===== config.mk =====
export PLATFORM = sky130hd
export DESIGN_NAME = ddr_sram_read_port
export DESIGN_NICKNAME = d
export VERILOG_FILES = /design/src/rtl/sram_rd_pkg.sv /design/src/rtl/rd_stream_if.sv /design/src/rtl/word_fifo.sv /design/src/rtl/ddr_sram_read_port.sv
export SDC_FILE = /design/constraint.sdc
export NUM_CORES = 1
export LEC_CHECK = 0
export ABC_AREA = 1
export ABC_CLOCK_PERIOD_IN_PS = 2330
export BUFFER_PORTS_ARGS = -buffer_cell sky130_fd_sc_hd__buf_2
export CORE_MARGIN = 10
export CORE_UTILIZATION = 40
export CTS_CLUSTER_SIZE = 30
export DETAILED_ROUTE_END_ITERATION = 16
export PLACE_DENSITY_LB_ADDON = 0.1
export SETUP_SLACK_MARGIN = 0.05
export SYNTH_ARGS = -nofsm -noshare
export SYNTH_HDL_FRONTEND = slang
export SYNTH_HIERARCHICAL = 1
export SYNTH_SLANG_ARGS = --single-unit

===== constraint.sdc =====
create_clock -name i_sys_clk -period 2.33 [get_ports i_sys_clk]
set_input_delay 0.233 -clock i_sys_clk [delete_from_list [all_inputs] [get_ports i_sys_clk]]
set_output_delay 0.233 -clock i_sys_clk [all_outputs]
set_load 0.05 [all_outputs]

===== src/rtl/sram_rd_pkg.sv =====
// constants and types shared by the sram read port design
package sram_rd_pkg;

	localparam int DATA_W     = 18;
	localparam int FIFO_DEPTH = 4;
	localparam int CNT_W      = 3;

	// words per read burst
	localparam logic [CNT_W-1:0] BURST_LEN = 3'h4;

	// cycles after reset release before the clock-mode strap is caught
	localparam logic [1:0] STRAP_WAIT = 2'h3;

	// positions in the synchronised pin vector
	localparam int PIN_K_P   = 0;
	localparam int PIN_K_N   = 1;
	localparam int PIN_C_P   = 2;
	localparam int PIN_C_N   = 3;
	localparam int PIN_RPS_N = 4;
	localparam int PIN_DLL_N = 5;
	localparam int PIN_W     = 6;

	localparam logic [PIN_W-1:0]  PIN_RST  = 6'h3F;
	localparam logic [DATA_W-1:0] DATA_RST = 18'h00000;

	typedef enum logic [1:0] {
		ST_IDLE   = 2'b00,
		ST_WAIT_K = 2'b01,
		ST_DRIVE  = 2'b10,
		ST_TAIL   = 2'b11
	} rd_state_e;

endpackage


===== src/rtl/rd_stream_if.sv =====
// valid/ready word stream between the read port and its fifo
`timescale 1ns/100ps
interface rd_stream_if #(
	parameter int W = 18
);
	logic         valid;
	logic         ready;
	logic [W-1:0] data;

	modport src (output valid, output data, input ready);
	modport snk (input valid, input data, output ready);
endinterface


===== src/rtl/word_fifo.sv =====
// small word fifo with valid/ready on both sides
`timescale 1ns/100ps
module word_fifo #(
	parameter int W     = 18,
	parameter int DEPTH = 4
) (
	input  wire logic  i_sys_clk,
	input  wire logic  i_arst_n,
	rd_stream_if.snk   push,
	rd_stream_if.src   pop
);
	localparam int AW = $clog2(DEPTH);

	typedef struct packed {
		logic [DEPTH-1:0][W-1:0] mem;
		logic [AW:0]             wr;
		logic [AW:0]             rd;
	} fifo_s;

	fifo_s s_q;
	fifo_s s_d;
	logic  full;
	logic  empty;

	assign empty      = (s_q.wr == s_q.rd);
	assign full       = (s_q.wr[AW-1:0] == s_q.rd[AW-1:0]) && (s_q.wr[AW] != s_q.rd[AW]);
	assign push.ready = !full;
	assign pop.valid  = !empty;
	assign pop.data   = s_q.mem[s_q.rd[AW-1:0]];

	always_comb begin
		s_d = s_q;
		if (push.valid && !full) begin
			s_d.mem[s_q.wr[AW-1:0]] = push.data;
			s_d.wr = s_q.wr + {{AW{1'b0}}, 1'b1};
		end
		if (pop.ready && !empty) begin
			s_d.rd = s_q.rd + {{AW{1'b0}}, 1'b1};
		end
	end

	always_ff @(posedge i_sys_clk or negedge i_arst_n) begin
		if (!i_arst_n) begin
			s_q <= '0;
		end else begin
			s_q <= s_d;
		end
	end
endmodule


===== src/rtl/ddr_sram_read_port.sv =====
// read port, output clocking and echo clocks of a ddr sram
//
// Contract
// words launched on output clock pair rises
// data lines released whenever port deselected; code drives on to burst end and the next positive output rise
// port select sampled at input strobe rise
// deselect finishes burst, releases after output rise
// burst length taken as four words
// controller supplies complementary output clock pair
// accesses begin on positive input strobe rise
// negative input strobe rise launches in single mode
// echo clocks follow output clock, free running
// dll disable low adds launch delay
// output clocks strapped high select single mode
// lowest word first after next strobe rise
// data released after power-up until read
`timescale 1ns/100ps
module ddr_sram_read_port
	import sram_rd_pkg::*;
(
	input  wire logic                       i_sys_clk,
	input  wire logic                       i_arst_n,
	input  wire logic                       i_input_strobe_pos,
	input  wire logic                       i_input_strobe_neg,
	input  wire logic                       i_outbound_timing_pos,
	input  wire logic                       i_outbound_timing_neg,
	input  wire logic                       i_read_port_select_n,
	input  wire logic                       i_dll_disable_n,
	input  wire logic                       i_core_valid,
	input  wire logic [sram_rd_pkg::DATA_W-1:0] i_core_data,
	output logic                            o_core_ready,
	output logic                            o_core_rd_req,
	output logic [sram_rd_pkg::DATA_W-1:0]  o_read_data,
	output logic                            o_read_data_oe,
	output logic                            o_echo_strobe_pos,
	output logic                            o_echo_strobe_neg,
	output logic                            o_single_clock_mode
);
	import sram_rd_pkg::*;

	////////////////////////////////////////////////////////////////////////////////
	// state

	typedef struct packed {
		logic [PIN_W-1:0]  s1;
		logic [PIN_W-1:0]  s2;
		logic [PIN_W-1:0]  prev;
		logic [1:0]        strap_cnt;
		logic              strap_done;
		logic              single;
		rd_state_e         st;
		logic [CNT_W-1:0]  cnt;
		logic              pend;
		logic [DATA_W-1:0] q;
		logic              oe;
		logic              req;
		logic              echo_p;
		logic              echo_n;
		logic              dly_any;
		logic              dly_pos;
	} port_s;

	port_s s_q;
	port_s s_d;

	logic [PIN_W-1:0] pins;
	logic [PIN_W-1:0] rise;
	logic             k_rise;
	logic             op_rise;
	logic             on_rise;
	logic             now_any;
	logic             launch;
	logic             launch_pos;
	logic             rd_start;
	logic             launch_ok;
	logic             pop_rdy;

	rd_stream_if #(.W(DATA_W)) in_if ();
	rd_stream_if #(.W(DATA_W)) out_if ();

	////////////////////////////////////////////////////////////////////////////////
	// fifo between core array and output register

	assign in_if.valid  = i_core_valid;
	assign in_if.data   = i_core_data;
	assign o_core_ready = in_if.ready;
	assign out_if.ready = pop_rdy;

	word_fifo #(
		.W     (DATA_W),
		.DEPTH (FIFO_DEPTH)
	) u_fifo (
		.i_sys_clk (i_sys_clk),
		.i_arst_n  (i_arst_n),
		.push      (in_if),
		.pop       (out_if)
	);

	////////////////////////////////////////////////////////////////////////////////
	// edge detection on synchronised pins

	assign pins = {i_dll_disable_n, i_read_port_select_n, i_outbound_timing_neg,
		i_outbound_timing_pos, i_input_strobe_neg, i_input_strobe_pos};

	assign rise     = s_q.s2 & ~s_q.prev;
	assign k_rise   = rise[PIN_K_P];
	assign op_rise  = s_q.single ? rise[PIN_K_P] : rise[PIN_C_P];
	assign on_rise  = s_q.single ? rise[PIN_K_N] : rise[PIN_C_N];
	assign now_any  = op_rise | on_rise;
	// with the dll off every launch slips one system cycle
	assign launch     = s_q.s2[PIN_DLL_N] ? now_any : s_q.dly_any;
	assign launch_pos = s_q.s2[PIN_DLL_N] ? op_rise : s_q.dly_pos;
	assign rd_start   = k_rise & ~s_q.s2[PIN_RPS_N];
	// the lowest-order word of a burst always leaves on a positive output rise
	assign launch_ok  = launch & ((s_q.cnt != BURST_LEN) | launch_pos);
	assign pop_rdy    = (s_q.st == ST_DRIVE) && launch_ok;

	////////////////////////////////////////////////////////////////////////////////
	// next state

	always_comb begin
		s_d         = s_q;
		s_d.s1      = pins;
		s_d.s2      = s_q.s1;
		s_d.prev    = s_q.s2;
		s_d.req     = 1'b0;
		s_d.dly_any = now_any;
		s_d.dly_pos = op_rise;

		// strap caught once, after the synchronisers have filled
		if (!s_q.strap_done) begin
			if (s_q.strap_cnt == STRAP_WAIT) begin
				s_d.strap_done = 1'b1;
				s_d.single     = s_q.s2[PIN_C_P] & s_q.s2[PIN_C_N];
			end else begin
				s_d.strap_cnt = s_q.strap_cnt + 2'h1;
			end
		end

		// echo clocks track the active output clock without pause
		s_d.echo_p = s_q.single ? s_q.s2[PIN_K_P] : s_q.s2[PIN_C_P];
		s_d.echo_n = ~s_d.echo_p;

		unique case (s_q.st)
			ST_IDLE: begin
				if (rd_start) begin
					s_d.st   = ST_WAIT_K;
					s_d.req  = 1'b1;
					s_d.cnt  = BURST_LEN;
				end
			end
			ST_WAIT_K: begin
				if (launch_pos) begin
					s_d.oe = 1'b0;
				end
				if (rd_start) begin
					s_d.pend = 1'b1;
				end
				if (k_rise) begin
					s_d.st = ST_DRIVE;
				end
			end
			ST_DRIVE: begin
				if (rd_start) begin
					s_d.pend = 1'b1;
				end
				if (launch_ok && out_if.valid) begin
					s_d.q   = out_if.data;
					s_d.oe  = 1'b1;
					s_d.cnt = CNT_W'(s_q.cnt - 3'h1);
					if (s_q.cnt == 3'h1) begin
						if (s_q.pend || rd_start) begin
							// back-to-back read continues seamlessly
							// a request seen in this same cycle stays pending only if an earlier one was already pending
							s_d.pend = s_q.pend & rd_start;
							s_d.req  = 1'b1;
							s_d.cnt  = BURST_LEN;
						end else begin
							s_d.st = ST_TAIL;
						end
					end
				end
			end
			ST_TAIL: begin
				if (rd_start) begin
					s_d.st  = ST_WAIT_K;
					s_d.req = 1'b1;
					s_d.cnt = BURST_LEN;
				end else if (launch_pos) begin
					s_d.oe = 1'b0;
					s_d.st = ST_IDLE;
				end
			end
		endcase
	end

	always_ff @(posedge i_sys_clk or negedge i_arst_n) begin
		if (!i_arst_n) begin
			s_q            <= '0;
			s_q.s1         <= PIN_RST;
			s_q.s2         <= PIN_RST;
			s_q.prev       <= PIN_RST;
			s_q.st         <= ST_IDLE;
			s_q.q          <= DATA_RST;
			s_q.oe         <= 1'b0;
			s_q.echo_n     <= 1'b1;
		end else begin
			s_q <= s_d;
		end
	end

	////////////////////////////////////////////////////////////////////////////////
	// outputs

	assign o_read_data         = s_q.q;
	assign o_read_data_oe      = s_q.oe;
	assign o_echo_strobe_pos   = s_q.echo_p;
	assign o_echo_strobe_neg   = s_q.echo_n;
	assign o_core_rd_req       = s_q.req;
	assign o_single_clock_mode = s_q.single;
endmodule


After elaboration in Yosys (flattened, before gate mapping)

Cells that the tools add are included.

Add/sub/neg operators: 4
$lt $le $gt $ge: 3
Equal/unequal tests: 17
Mux-type cells: 32
Bitwise logic cells: 12
Reduce and logical (&&, ||, !) cells: 20

Operators with widths:

| cell                  | number |
|---|---|
| $bwmux W72            | 1 |
| $bmux W18 S2          | 1 |
| $demux W18 S2         | 1 |
| $mux W18              | 2 |
| $mux W26              | 1 |
| $mux W2               | 6 |
| $mux W1               | 11 |
| $ne A2 B2 Y1 const B  | 5 |
| $pmux W3 S3           | 1 |
| $pmux W2 S4           | 1 |
| $add A3 B1 Y3 const B | 2 |
| $eq A2 B2 Y1 const B  | 3 |
| $logic_and A1 B1 Y1   | 6 |
| $lt A2 B3 Y1 const B  | 2 |
| $mux W6               | 1 |
| $ne A3 B3 Y1 const B  | 2 |
| $reduce_and A2 Y1     | 3 |
| $reduce_and A6 Y1     | 1 |
| $reduce_bool A3 Y1    | 2 |
| $mux W5               | 1 |
| $and A1 B1 Y1         | 4 |
| $and A4 B4 Y4         | 1 |
| $mux W4               | 1 |
| $ne A2 B1 Y1 const B  | 2 |
| other kinds (21)      | 27 |

Bits in registers: 128
Logic and storage cells: 110

Depth between registers and ports, before layout

Gate-level depths: netlist of run 1.

Depth after elaboration: 9
Depth in mapped cells: 14
Mapped depth without buffers: 14

Hierarchy

Netlist of run 1, hierarchy kept.

Modules (own cells, without submodules):

| module             | times used | cells each | area an instance (µm²) | seq. area each (µm²) |
|---|---|---|---|---|
| word_fifo          | 1          | 472        | 3896.2                 | 1951.9 |
| ddr_sram_read_port | 1          | 250        | 2277.2                 | 1272.5 |

Least setup slack after synthesis of run 1

Ideal clock, no wire load.

Path kind: reg-to-reg
From: register s_q (netlist bit o_single_clock_mode)
To: register s_q (netlist bit o_read_data[10])
Setup time: 116 ps
Arrival time: 1676 ps
Data required time: 2214 ps
Setup slack: 538 ps
Cell stages (with the launch flop): 11
Buffers on the path: 1
Cell sequence: dfrtp_1 > nand3_1 > nand3_1 > o21ai_2 > nand2_1 > nand3_4 > nor2_4 > inv_2 > buf_2 > nand2_1 > nand2_1

Cells in the longest elaborated chain, start to end: 6
Elaborated cells between the ends (all ways): 9

Ends and longest elaborated chain:

| element                                 | RTL line                                             | text |
|---|---|---|
| start, declared                         | ddr_sram_read_port.sv:63                             | `port_s s_q;` |
| $mux W1 (on tied branches)              | ddr_sram_read_port.sv:107, ddr_sram_read_port.sv:108 |  |
| $or A1 B1 Y1 or $mux W1 (tied branches) | ddr_sram_read_port.sv:109, ddr_sram_read_port.sv:112 |  |
| $mux W1 or $or A1 B1 Y1 (tied branches) | ddr_sram_read_port.sv:111, ddr_sram_read_port.sv:115 |  |
| $and A1 B1 Y1 *                         | ddr_sram_read_port.sv:115                            | `assign launch_ok = launch & ((s_q.cnt != BURST_LEN) \| launch_pos);` |
| $logic_and A1 B1 Y1 *                   | ddr_sram_read_port.sv:167                            | `if (launch_ok && out_if.valid) begin` |
| $reduce_and A2 Y1 (no line) *           | -                                                    |  |

Mark *: on every way between the ends. The rest lies on a longest branch, timed or not.
A chain may end at the register's enable or synchronous reset.

Worst setup path after layout of run 1

From: register u_fifo/s_q[1] in the netlist's numbering
To: output port o_core_ready

Cells in the longest elaborated chain, start to end: 3

Ends and longest elaborated chain:

| element                | RTL line                 | text |
|---|---|---|
| start, declared        | word_fifo.sv:20          | `fifo_s s_q;` |
| start signal, assigned | word_fifo.sv:44          | `s_q <= '0;` |
| start signal, assigned | word_fifo.sv:46          | `s_q <= s_d;` |
| $eq A2 B2 Y1           | word_fifo.sv:26          | `assign full = (s_q.wr[AW-1:0] == s_q.rd[AW-1:0]) && (s_q.wr[AW] != s_q.rd[AW]);` |
| $logic_and A1 B1 Y1    | word_fifo.sv:26          |  |
| $logic_not A1 Y1       | word_fifo.sv:27          | `assign push.ready = !full;` |
| end, declared          | ddr_sram_read_port.sv:31 | `output logic o_core_ready,` |

No other way between the ends.

==> results_dict.tcl, run 1 <==
set metrics [dict create \
    synth_flop_cell "dfrtp_1" \
    cap_violations 0 \
    drc 0 \
    die_w_um 144 \
    synth_edf_count 0 \
    via_count 4906 \
    critPathLaunchType "flop" \
    cts-root-buf "clkbuf_16" \
    drt_iter0_markers 279 \
    port_buffers 50 \
    async_flop_share_pct 100 \
    final_nets 795 \
    crit_type "reg2out" \
    crit_required_ns 2.10 \
    diodes 0 \
    worstPathArrival_ns 1.87 \
    status "finished, final reports clean" \
    path_delay_family "simple AND/OR/NAND/NOR gates" \
    insertion_delay_ns 0.41 \
    crit_fanout 28 \
    endpoint_kind "output pin" \
    p_leak_nw 3.62 \
    irDropWorstVdd_mv 0.787 \
    rsz0062_at_grt "false" \
    htree_levels 4 \
    synth.distinct_cells 27 \
    num_rows 45 \
    path_buf_inv 2 \
    path_cells "inv_2, nand2_1, nand2_1, nand3_4, buf_2" \
    ant_nets 0 \
    hold_viol 0 \
    drv_slew 0 \
    firstDrtPassIters 7 \
    clock_path_buffers 2 \
    fmax_mhz 474 \
    grt_max_degree 56 \
    critical_path.slowest_cell "dfrtp_1" \
    io_pins 51 \
    place_hpwl_um 10500 \
    grt_pass1_vias 4861 \
    fin_ws_ns 0.222 \
    antenna_found_initial 0 \
    yosysWarnings 6 \
    cts_sinks 128 \
    finClkSkew_ns 0.00873 \
    min_path_type "in2reg" \
    cts_buffers 17 \
    clkTransAtPathRegs_ns 0.06 \
    crit_top_cell "nand2_1" \
    final_util_pct 46.4 \
    dieArea_um2 20800 \
    setup_violations 0 \
    finalPower_mw 9.94 \
    synthCells 722 \
    grt_usage_pct 16.1 \
    r2r_slack_ns 0.33 \
    synth_fp_nets 764 \
    yosysTopAreaCell "dfrtp_1" \
    netlist.area_leader.share_pct 45.0 \
    final_layout_size_suffix_gt1_share_pct 17.8 \
    grt_overflow_total 0 \
    cts_setup_buffers 0 \
    powerDensity_nw_per_um2 1410 \
    dpl_cell_area_um2 6410 \
    tightest_slew_ns 0.703 \
    grt_pass1_wl_um 26100 \
    gp_congestion 0.791 \
    relSlewSlack_pct 53.1 \
    finalSetupTns_ns 0 \
    area_growth_pct 13.8 \
    ys_top_cells_by_count "nand2_1 (263), dfrtp_1 (111), nand4_1 (74)" \
    min_period_ns 2.11 \
    wl_um 16000 \
    core-area_um2 15100 \
    dp_slack_ns 0.163 \
    wl_per_cell_um 16.8 \
    synth.cell_area_um2 6170 \
    cts_tree "built" \
    min_period_over_period_pct 90.5 \
    synth.avg_cell_area_um2 8.55 \
    yosys_register_bits 128 \
    postLayoutCellArea_um2 7030 \
    die_h_um 144 \
    yosysMostFrequentCell "nand2_1" \
    synthTopCellsByArea "dfrtp_1 (45%), nand2_1 (16%), nand4_1 (7.5%)" \
    start_util_pct 40.8 \
    viasPerCell 5.14 \
    ys_seq_area_share_pct 52.2 \
    slowest_delay_ns 0.48 \
]
## kinds of logic after synthesis
kind of cell,synth area share [%]
flops,52.2
buf+inv,8.29
xor+xnor,0.426
simple gates,30.5
compound gates,5.49
fa+ha+maj,3.04
## flip-flops by register name (all words and copies together) (netlist names)
name,cells
o_single_clock_mode,1
s_d,12
o_read_data_oe,1
o_read_data,18
o_core_rd_req,1
s_q,15
o_echo_strobe_neg,1
o_echo_strobe_pos,1
u_fifo/s_q,78
## where the power goes
group	internal, mW	leakage, nW	switching (mW)
Combinational	1.17	1.78	2.80
Clock	1.43	0.265	0.970
Sequential	3.06	1.57	0.504
## layout make-up
cell class,instances,area (um2)
multi-input cells,498,2440
clock inverters,10,62.6
inverters,35,131
repair buffers,73,455
well taps,188,235
fillers,1500,8120
flip-flops and latches,128,3220
clock buffers,22,474
## final timing paths
path                                 start  cells after the start              to
min in group asynchronous         i_arst_n                      2         s_q[32]
max reg2reg                  u_fifo/s_q[1]                     10         s_q[25]
min                        i_core_data[11]                      3  u_fifo/s_q[53]
min reg2reg                        s_d[44]                      0         s_d[38]
max                          u_fifo/s_q[1]                      5    o_core_ready
max in group asynchronous         i_arst_n                      3  u_fifo/s_q[48]
## per-layer routing
layer  GRT usage, %  part of all wire, %
met5              0                    0
met4           4.95                  1.0
met3           3.51                  3.9
met2           24.7                   47
met1           22.2                   48
## repair_timing
item	4_1_cts	5_1_grt
endpoints found under the hold margin	31	0
gates resized for setup	0	0
hold buffers	7	0
endpoints found under the setup margin	0	21
## placed cells by master (no fill, tap or decap), types with 3 or more instances in the layout
cell | Yosys | routed
nand3_4 | 6 | 6
nand3_1 | 17 | 17
dfstp_2 | 17 | 17
o22ai_1 | 18 | 18
clkbuf_8 | 0 | 3
dfrtp_1 | 111 | 111
ha_1 | 15 | 15
buf_2 | 13 | 49
buf_4 | 23 | 16
nand2_1 | 263 | 263
clkinv_2 | 0 | 6
nor2_1 | 47 | 47
inv_2 | 5 | 5
nand2_2 | 6 | 6
o21ai_0 | 39 | 39
nand4_1 | 74 | 74
inv_1 | 30 | 30
dlygate4sd3_1 | 0 | 7
clkbuf_16 | 0 | 17
## worst register-to-register path: cells and delay by family (launching register included)
family / cells / cell delay (ns)
simple gates: 8 / 1.14
buf+inv: 2 / 0.30
flops: 1 / 0.51
## per-stage QoR
stage          instances  hold WS (ns)
2_1_floorplan        722       -0.0626
3_3_place_gp         914         0.250
3_5_place_dp         914         0.263
4_1_cts              953        0.0948
5_1_grt              954        0.0969
6_report             954         0.109
No activity file was read; power rests on OpenSTA's default activity.
==> run 2: changes to the inputs <==
--- a/config.mk
+++ b/config.mk
@@ -6,7 +6,7 @@
 export NUM_CORES = 1
 export LEC_CHECK = 0
 export ABC_AREA = 1
-export ABC_CLOCK_PERIOD_IN_PS = 2330
+export ABC_CLOCK_PERIOD_IN_PS = 2200
 export BUFFER_PORTS_ARGS = -buffer_cell sky130_fd_sc_hd__buf_2
 export CORE_MARGIN = 10
 export CORE_UTILIZATION = 40
==> constraint.sdc (replaced) <==
create_clock -name i_sys_clk -period 2.2 [get_ports i_sys_clk]
set_input_delay 0.22 -clock i_sys_clk [delete_from_list [all_inputs] [get_ports i_sys_clk]]
set_output_delay 0.22 -clock i_sys_clk [all_outputs]
set_load 0.05 [all_outputs]
==> results_dict.tcl, run 2 (synthesis gave the netlist of run 1 again) <==
set metrics [dict create \
    clkTransAtPathRegs_ns 0.06 \
    htree_levels 4 \
    min_period_ns 2.03 \
    fill_cells 1449 \
    path_buf_inv 2 \
    cts_sinks 128 \
    postLayoutCellArea_um2 7130 \
    drv_slew 0 \
    final_common_cell "nand2_1" \
    critical_path.slowest_cell "dfrtp_1" \
    cap_violations 0 \
    tightest_slew_ns 0.718 \
    final_nets 803 \
    ant_nets 0 \
    fin_cells 961 \
    die_h_um 144 \
    diodes 0 \
    antenna_found_initial 0 \
    finalPower_mw 10.9 \
    final_util_pct 47.1 \
    die_w_um 144 \
    hold_viol 0 \
    cts-root-buf "clkbuf_16" \
    grt.met1_usage_pct 21.7 \
    path_delay_family "buffers and inverters" \
    layout_common_cells "nand2_1 (263), dfrtp_1 (111), nand4_1 (74)" \
    final_layout_size_suffix_gt1_share_pct 18.2 \
    drc 0 \
    endpoint_kind "output pin" \
    cts_tree "built" \
    regMostFlops "u_fifo/s_q" \
    place_hpwl_um 10600 \
    num_rows 45 \
    setup_violations 0 \
    critPathLaunchType "flop" \
    start_util_pct 40.8 \
    use_met2_pct 24.9 \
    busiest_layer "met2" \
    clock_path_buffers 2 \
    grt_usage_pct 16.3 \
    rsz0062_at_grt "true" \
    io_pins 51 \
    finClkSkew_ns 0.0107 \
    grtUsageMet3_pct 4.56 \
    path_cells "inv_1, nand2_1, nand2_2, nand3_4, buf_2" \
    slowest_delay_ns 0.43 \
    core-area_um2 15100 \
    relSlewSlack_pct 52.2 \
    drt_iter0_markers 331 \
    dieArea_um2 20800 \
    via_count 5016 \
    worstPathArrival_ns 1.81 \
    powerDensity_nw_per_um2 1520 \
    wl_per_cell_um 16.8 \
    status "finished, final reports clean" \
    p_leak_nw 3.68 \
    grt_max_degree 52 \
    area_growth_pct 15.5 \
    port_buffers 50 \
    finalSetupTns_ns 0 \
    largest_reg_flops 78 \
    dpl_cell_area_um2 6460 \
    fmax_mhz 492 \
    grt_pass1_wl_um 26200 \
    viasPerCell 5.22 \
    insertion_delay_ns 0.41 \
    crit_required_ns 1.98 \
    cts_buffers 17 \
    wl_um 16100 \
    crit_type "reg2out" \
    crit_fanout 21 \
    gp_congestion 0.806 \
    irDropWorstVdd_mv 0.724 \
    firstDrtPassIters 5 \
    grt_overflow_total 0 \
    dpl.cell_count 920 \
    min_period_over_period_pct 92.3 \
    grt_pass1_vias 4901 \
    min_path_type "in2reg" \
]
[run 2: worst min-delay path, stage by stage]
cell and delay [ns]:
buf_2 0.12, nand4_1 0.08, nand2_1 0.05
[run 2: layout make-up]
type                       instances  area (um2)  share of cell area, %
sequential                       128        3220                   45.2
timing repair buffer              81         515                   7.23
multi-input combinational        498        2450                   34.4
inverter                          35         131                   1.84
clock buffer                      23         458                   6.42
tap                              188         235                   3.30
clock inverter                     8         115                   1.61
[run 2: final timing paths]
kind                                 start  slack [ns]        endpoint  cells after the start
max                          u_fifo/s_q[3]        0.17    o_core_ready                      5
min                        i_core_data[11]        0.09  u_fifo/s_q[71]                      3
max reg2reg                        s_d[37]        0.40         s_q[25]                     13
min reg2reg                        s_d[43]        0.36         s_d[37]                      0
max in group asynchronous         i_arst_n        1.16  u_fifo/s_q[42]                      3
min in group asynchronous         i_arst_n        0.33         s_q[31]                      2
[run 2: timing repair]
action,CTS,global route
endpoints found under the setup margin,5,5
cloned,1,0
endpoints found under the hold margin,37,0
hold buffers,7,0
resized for setup,0,1
pin swaps,1,1
setup buffers,0,2
[run 2: per-stage QoR]
stage                     hold slack [ns]  worst slack [ns]
after floorplan                   -0.0756             0.408
after global placement              0.228            0.0628
after detailed placement            0.233           0.00109
after CTS                          0.0823             0.151
after global routing               0.0808            0.0489
final                              0.0942             0.169
[run 2: power by group]
part           leakage [nW]  internal, mW  switching (mW)  total (mW)
Sequential             1.57          3.24           0.510        3.75
Combinational          1.82          1.30            3.02        4.32
Clock                 0.285          1.79           0.988        2.78
[run 2: metal layers]
metal	vias up	wire length [um]
met4	0	276
li1	2434	-
met1	2444	7570
met2	123	7360
met3	15	933
met5	-	0
==> run 3: changes to the inputs <==
--- a/config.mk
+++ b/config.mk
@@ -8,7 +8,7 @@
 export ABC_AREA = 1
 export ABC_CLOCK_PERIOD_IN_PS = 2200
 export BUFFER_PORTS_ARGS = -buffer_cell sky130_fd_sc_hd__buf_2
-export CORE_MARGIN = 10
+export CORE_MARGIN = 2
 export CORE_UTILIZATION = 40
 export CTS_CLUSTER_SIZE = 30
 export DETAILED_ROUTE_END_ITERATION = 16
==> results_dict.tcl, run 3 (synthesis gave the netlist of run 1 again) <==
set metrics [dict create \
    io_pins 51 \
    wl_per_cell_um 16.6 \
    fin_ws_ns 0.259 \
    die_h_um 128 \
    finalSetupTns_ns 0 \
    start_util_pct 40.8 \
    p_leak_nw 3.72 \
    min_path_type "in2reg" \
    regArea_um2 3220 \
    crit_required_ns 1.98 \
    dpl.cell_count 918 \
    largest_reg_flops 78 \
    min_period_over_period_pct 88.2 \
    setup_violations 0 \
    min_period_ns 1.94 \
    drt_iter0_markers 386 \
    multi_input_area_um2 2450 \
    cap_violations 0 \
    cts-root-buf "clkbuf_16" \
    diodes 0 \
    endpoint_kind "output pin" \
    layout_common_cells "nand2_1 (263), dfrtp_1 (111), nand4_1 (74)" \
    grt_pass1_vias 5003 \
    crit_type "reg2out" \
    fin_cells 963 \
    final_layout_size_suffix_gt1_share_pct 18.8 \
    clkTransAtPathRegs_ns 0.06 \
    irDropWorstVdd_mv 0.722 \
    cts_sinks 128 \
    hold_ws_ns 0.0861 \
    via_count 5079 \
    antenna_found_initial 0 \
    powerDensity_nw_per_um2 1570 \
    crit_fanout 9 \
    area_growth_pct 17.5 \
    fmax_mhz 515 \
    clock_path_buffers 2 \
    fill_cells 1469 \
    firstDrtPassIters 5 \
    core-area_um2 15100 \
    die_w_um 128 \
    ant_nets 0 \
    rsz0062_at_grt "false" \
    num_rows 45 \
    cts_tree "built" \
    tightest_slew_ns 0.655 \
    viasPerCell 5.27 \
    insertion_delay_ns 0.42 \
    gp_congestion 0.794 \
    regMostFlops "u_fifo/s_q" \
    ctsResizeCount 0 \
    grt_usage_pct 20.7 \
    final_nets 804 \
    r2r_slack_ns 0.29 \
    htree_levels 4 \
    hold_viol 0 \
    drv_slew 0 \
    grt_max_degree 48 \
    grt_overflow_total 0 \
    dp_slack_ns 0.414 \
    final_util_pct 47.9 \
    cts_buffers 17 \
    worstPathArrival_ns 1.72 \
    dieArea_um2 16400 \
    grt_pass1_wl_um 26300 \
    final_common_cell "nand2_1" \
    port_buffers 50 \
    critPathLaunchType "flop" \
    place_hpwl_um 10000 \
    finClkSkew_ns 0.00715 \
    relSlewSlack_pct 56.4 \
    status "finished, final reports clean" \
    wl_um 16000 \
    drc 0 \
]
==> run 3: cell types whose count changed in the layout (fill, tap and decap cells not counted), sizes merged <==
| cell | delta |
|---|---|
| buf | +1 |
| bufinv | +3 |
| clkinv | -2 |
| nand3 | +1 |
| clkinvlp | +3 |
| inv | +1 |
| clkbuf | -4 |
| nor2 | -1 |
==> run 3: worst max-delay path, stage by stage (launching register included) <==
cell and delay, ns:
dfrtp_1 0.51, inv_2 0.06, nand2_1 0.06, nand2_1 0.17, nand3_4 0.20, buf_2 0.29
==> run 3: report_power, final <==
| part | internal [mW] | switching [mW] |
|---|---|---|
| clock network | 2.16 | 1.07 |
| registers | 3.24 | 0.533 |
| logic | 1.32 | 3.05 |
| total | 6.71 | 4.65 |
==> run 3: final timing paths <==
check	from	end	cells after the start
worst min register to register	s_d[41]	s_d[35]	0
min in group asynchronous	i_arst_n	s_q[32]	2
worst max-delay path	u_fifo/s_q[1]	o_core_ready	5
worst max register to register	u_fifo/s_q[1]	s_q[25]	10
max in group asynchronous	i_arst_n	s_d[34]	3
worst min-delay path	i_core_data[7]	u_fifo/s_q[49]	3
==> run 3: what timing repair did <==
action | 4_1_cts | 5_1_grt
hold endpoints to repair | 47 | 0
setup buffers | 0 | 5
setup endpoints to repair | 0 | 1
hold buffers | 7 | 0
==> run 3: area by class of cell <==
| type | instances | area share [%] |
|---|---|---|
| Clock inverter | 13 | 3.23 |
| Timing Repair Buffer | 82 | 7.39 |
| Multi-Input combinational cell | 498 | 33.8 |
| Tap cell | 188 | 3.24 |
| Sequential cell | 128 | 44.5 |
| Clock buffer | 19 | 6.11 |
| Inverter | 35 | 1.81 |
==> run 3: metrics by stage <==
stage / instance area (um2) / total power [mW]
after floorplan: 6170 / 6.97
after global placement: 6460 / 7.94
after detailed placement: 6460 / 8.02
after CTS: 7200 / 11.3
after global routing: 7250 / 12.2
final: 7250 / 11.4
==> run 3: routing by layer <==
| layer | routed length [um] | GRT usage (%) | vias to the layer above |
|---|---|---|---|
| met5 | 0 | 0 | - |
| met4 | 223 | 6.85 | 0 |
| met1 | 7410 | 28.3 | 2454 |
| met3 | 917 | 5.47 | 21 |
| met2 | 7440 | 32.1 | 162 |
| li1 | - | - | 2442 |
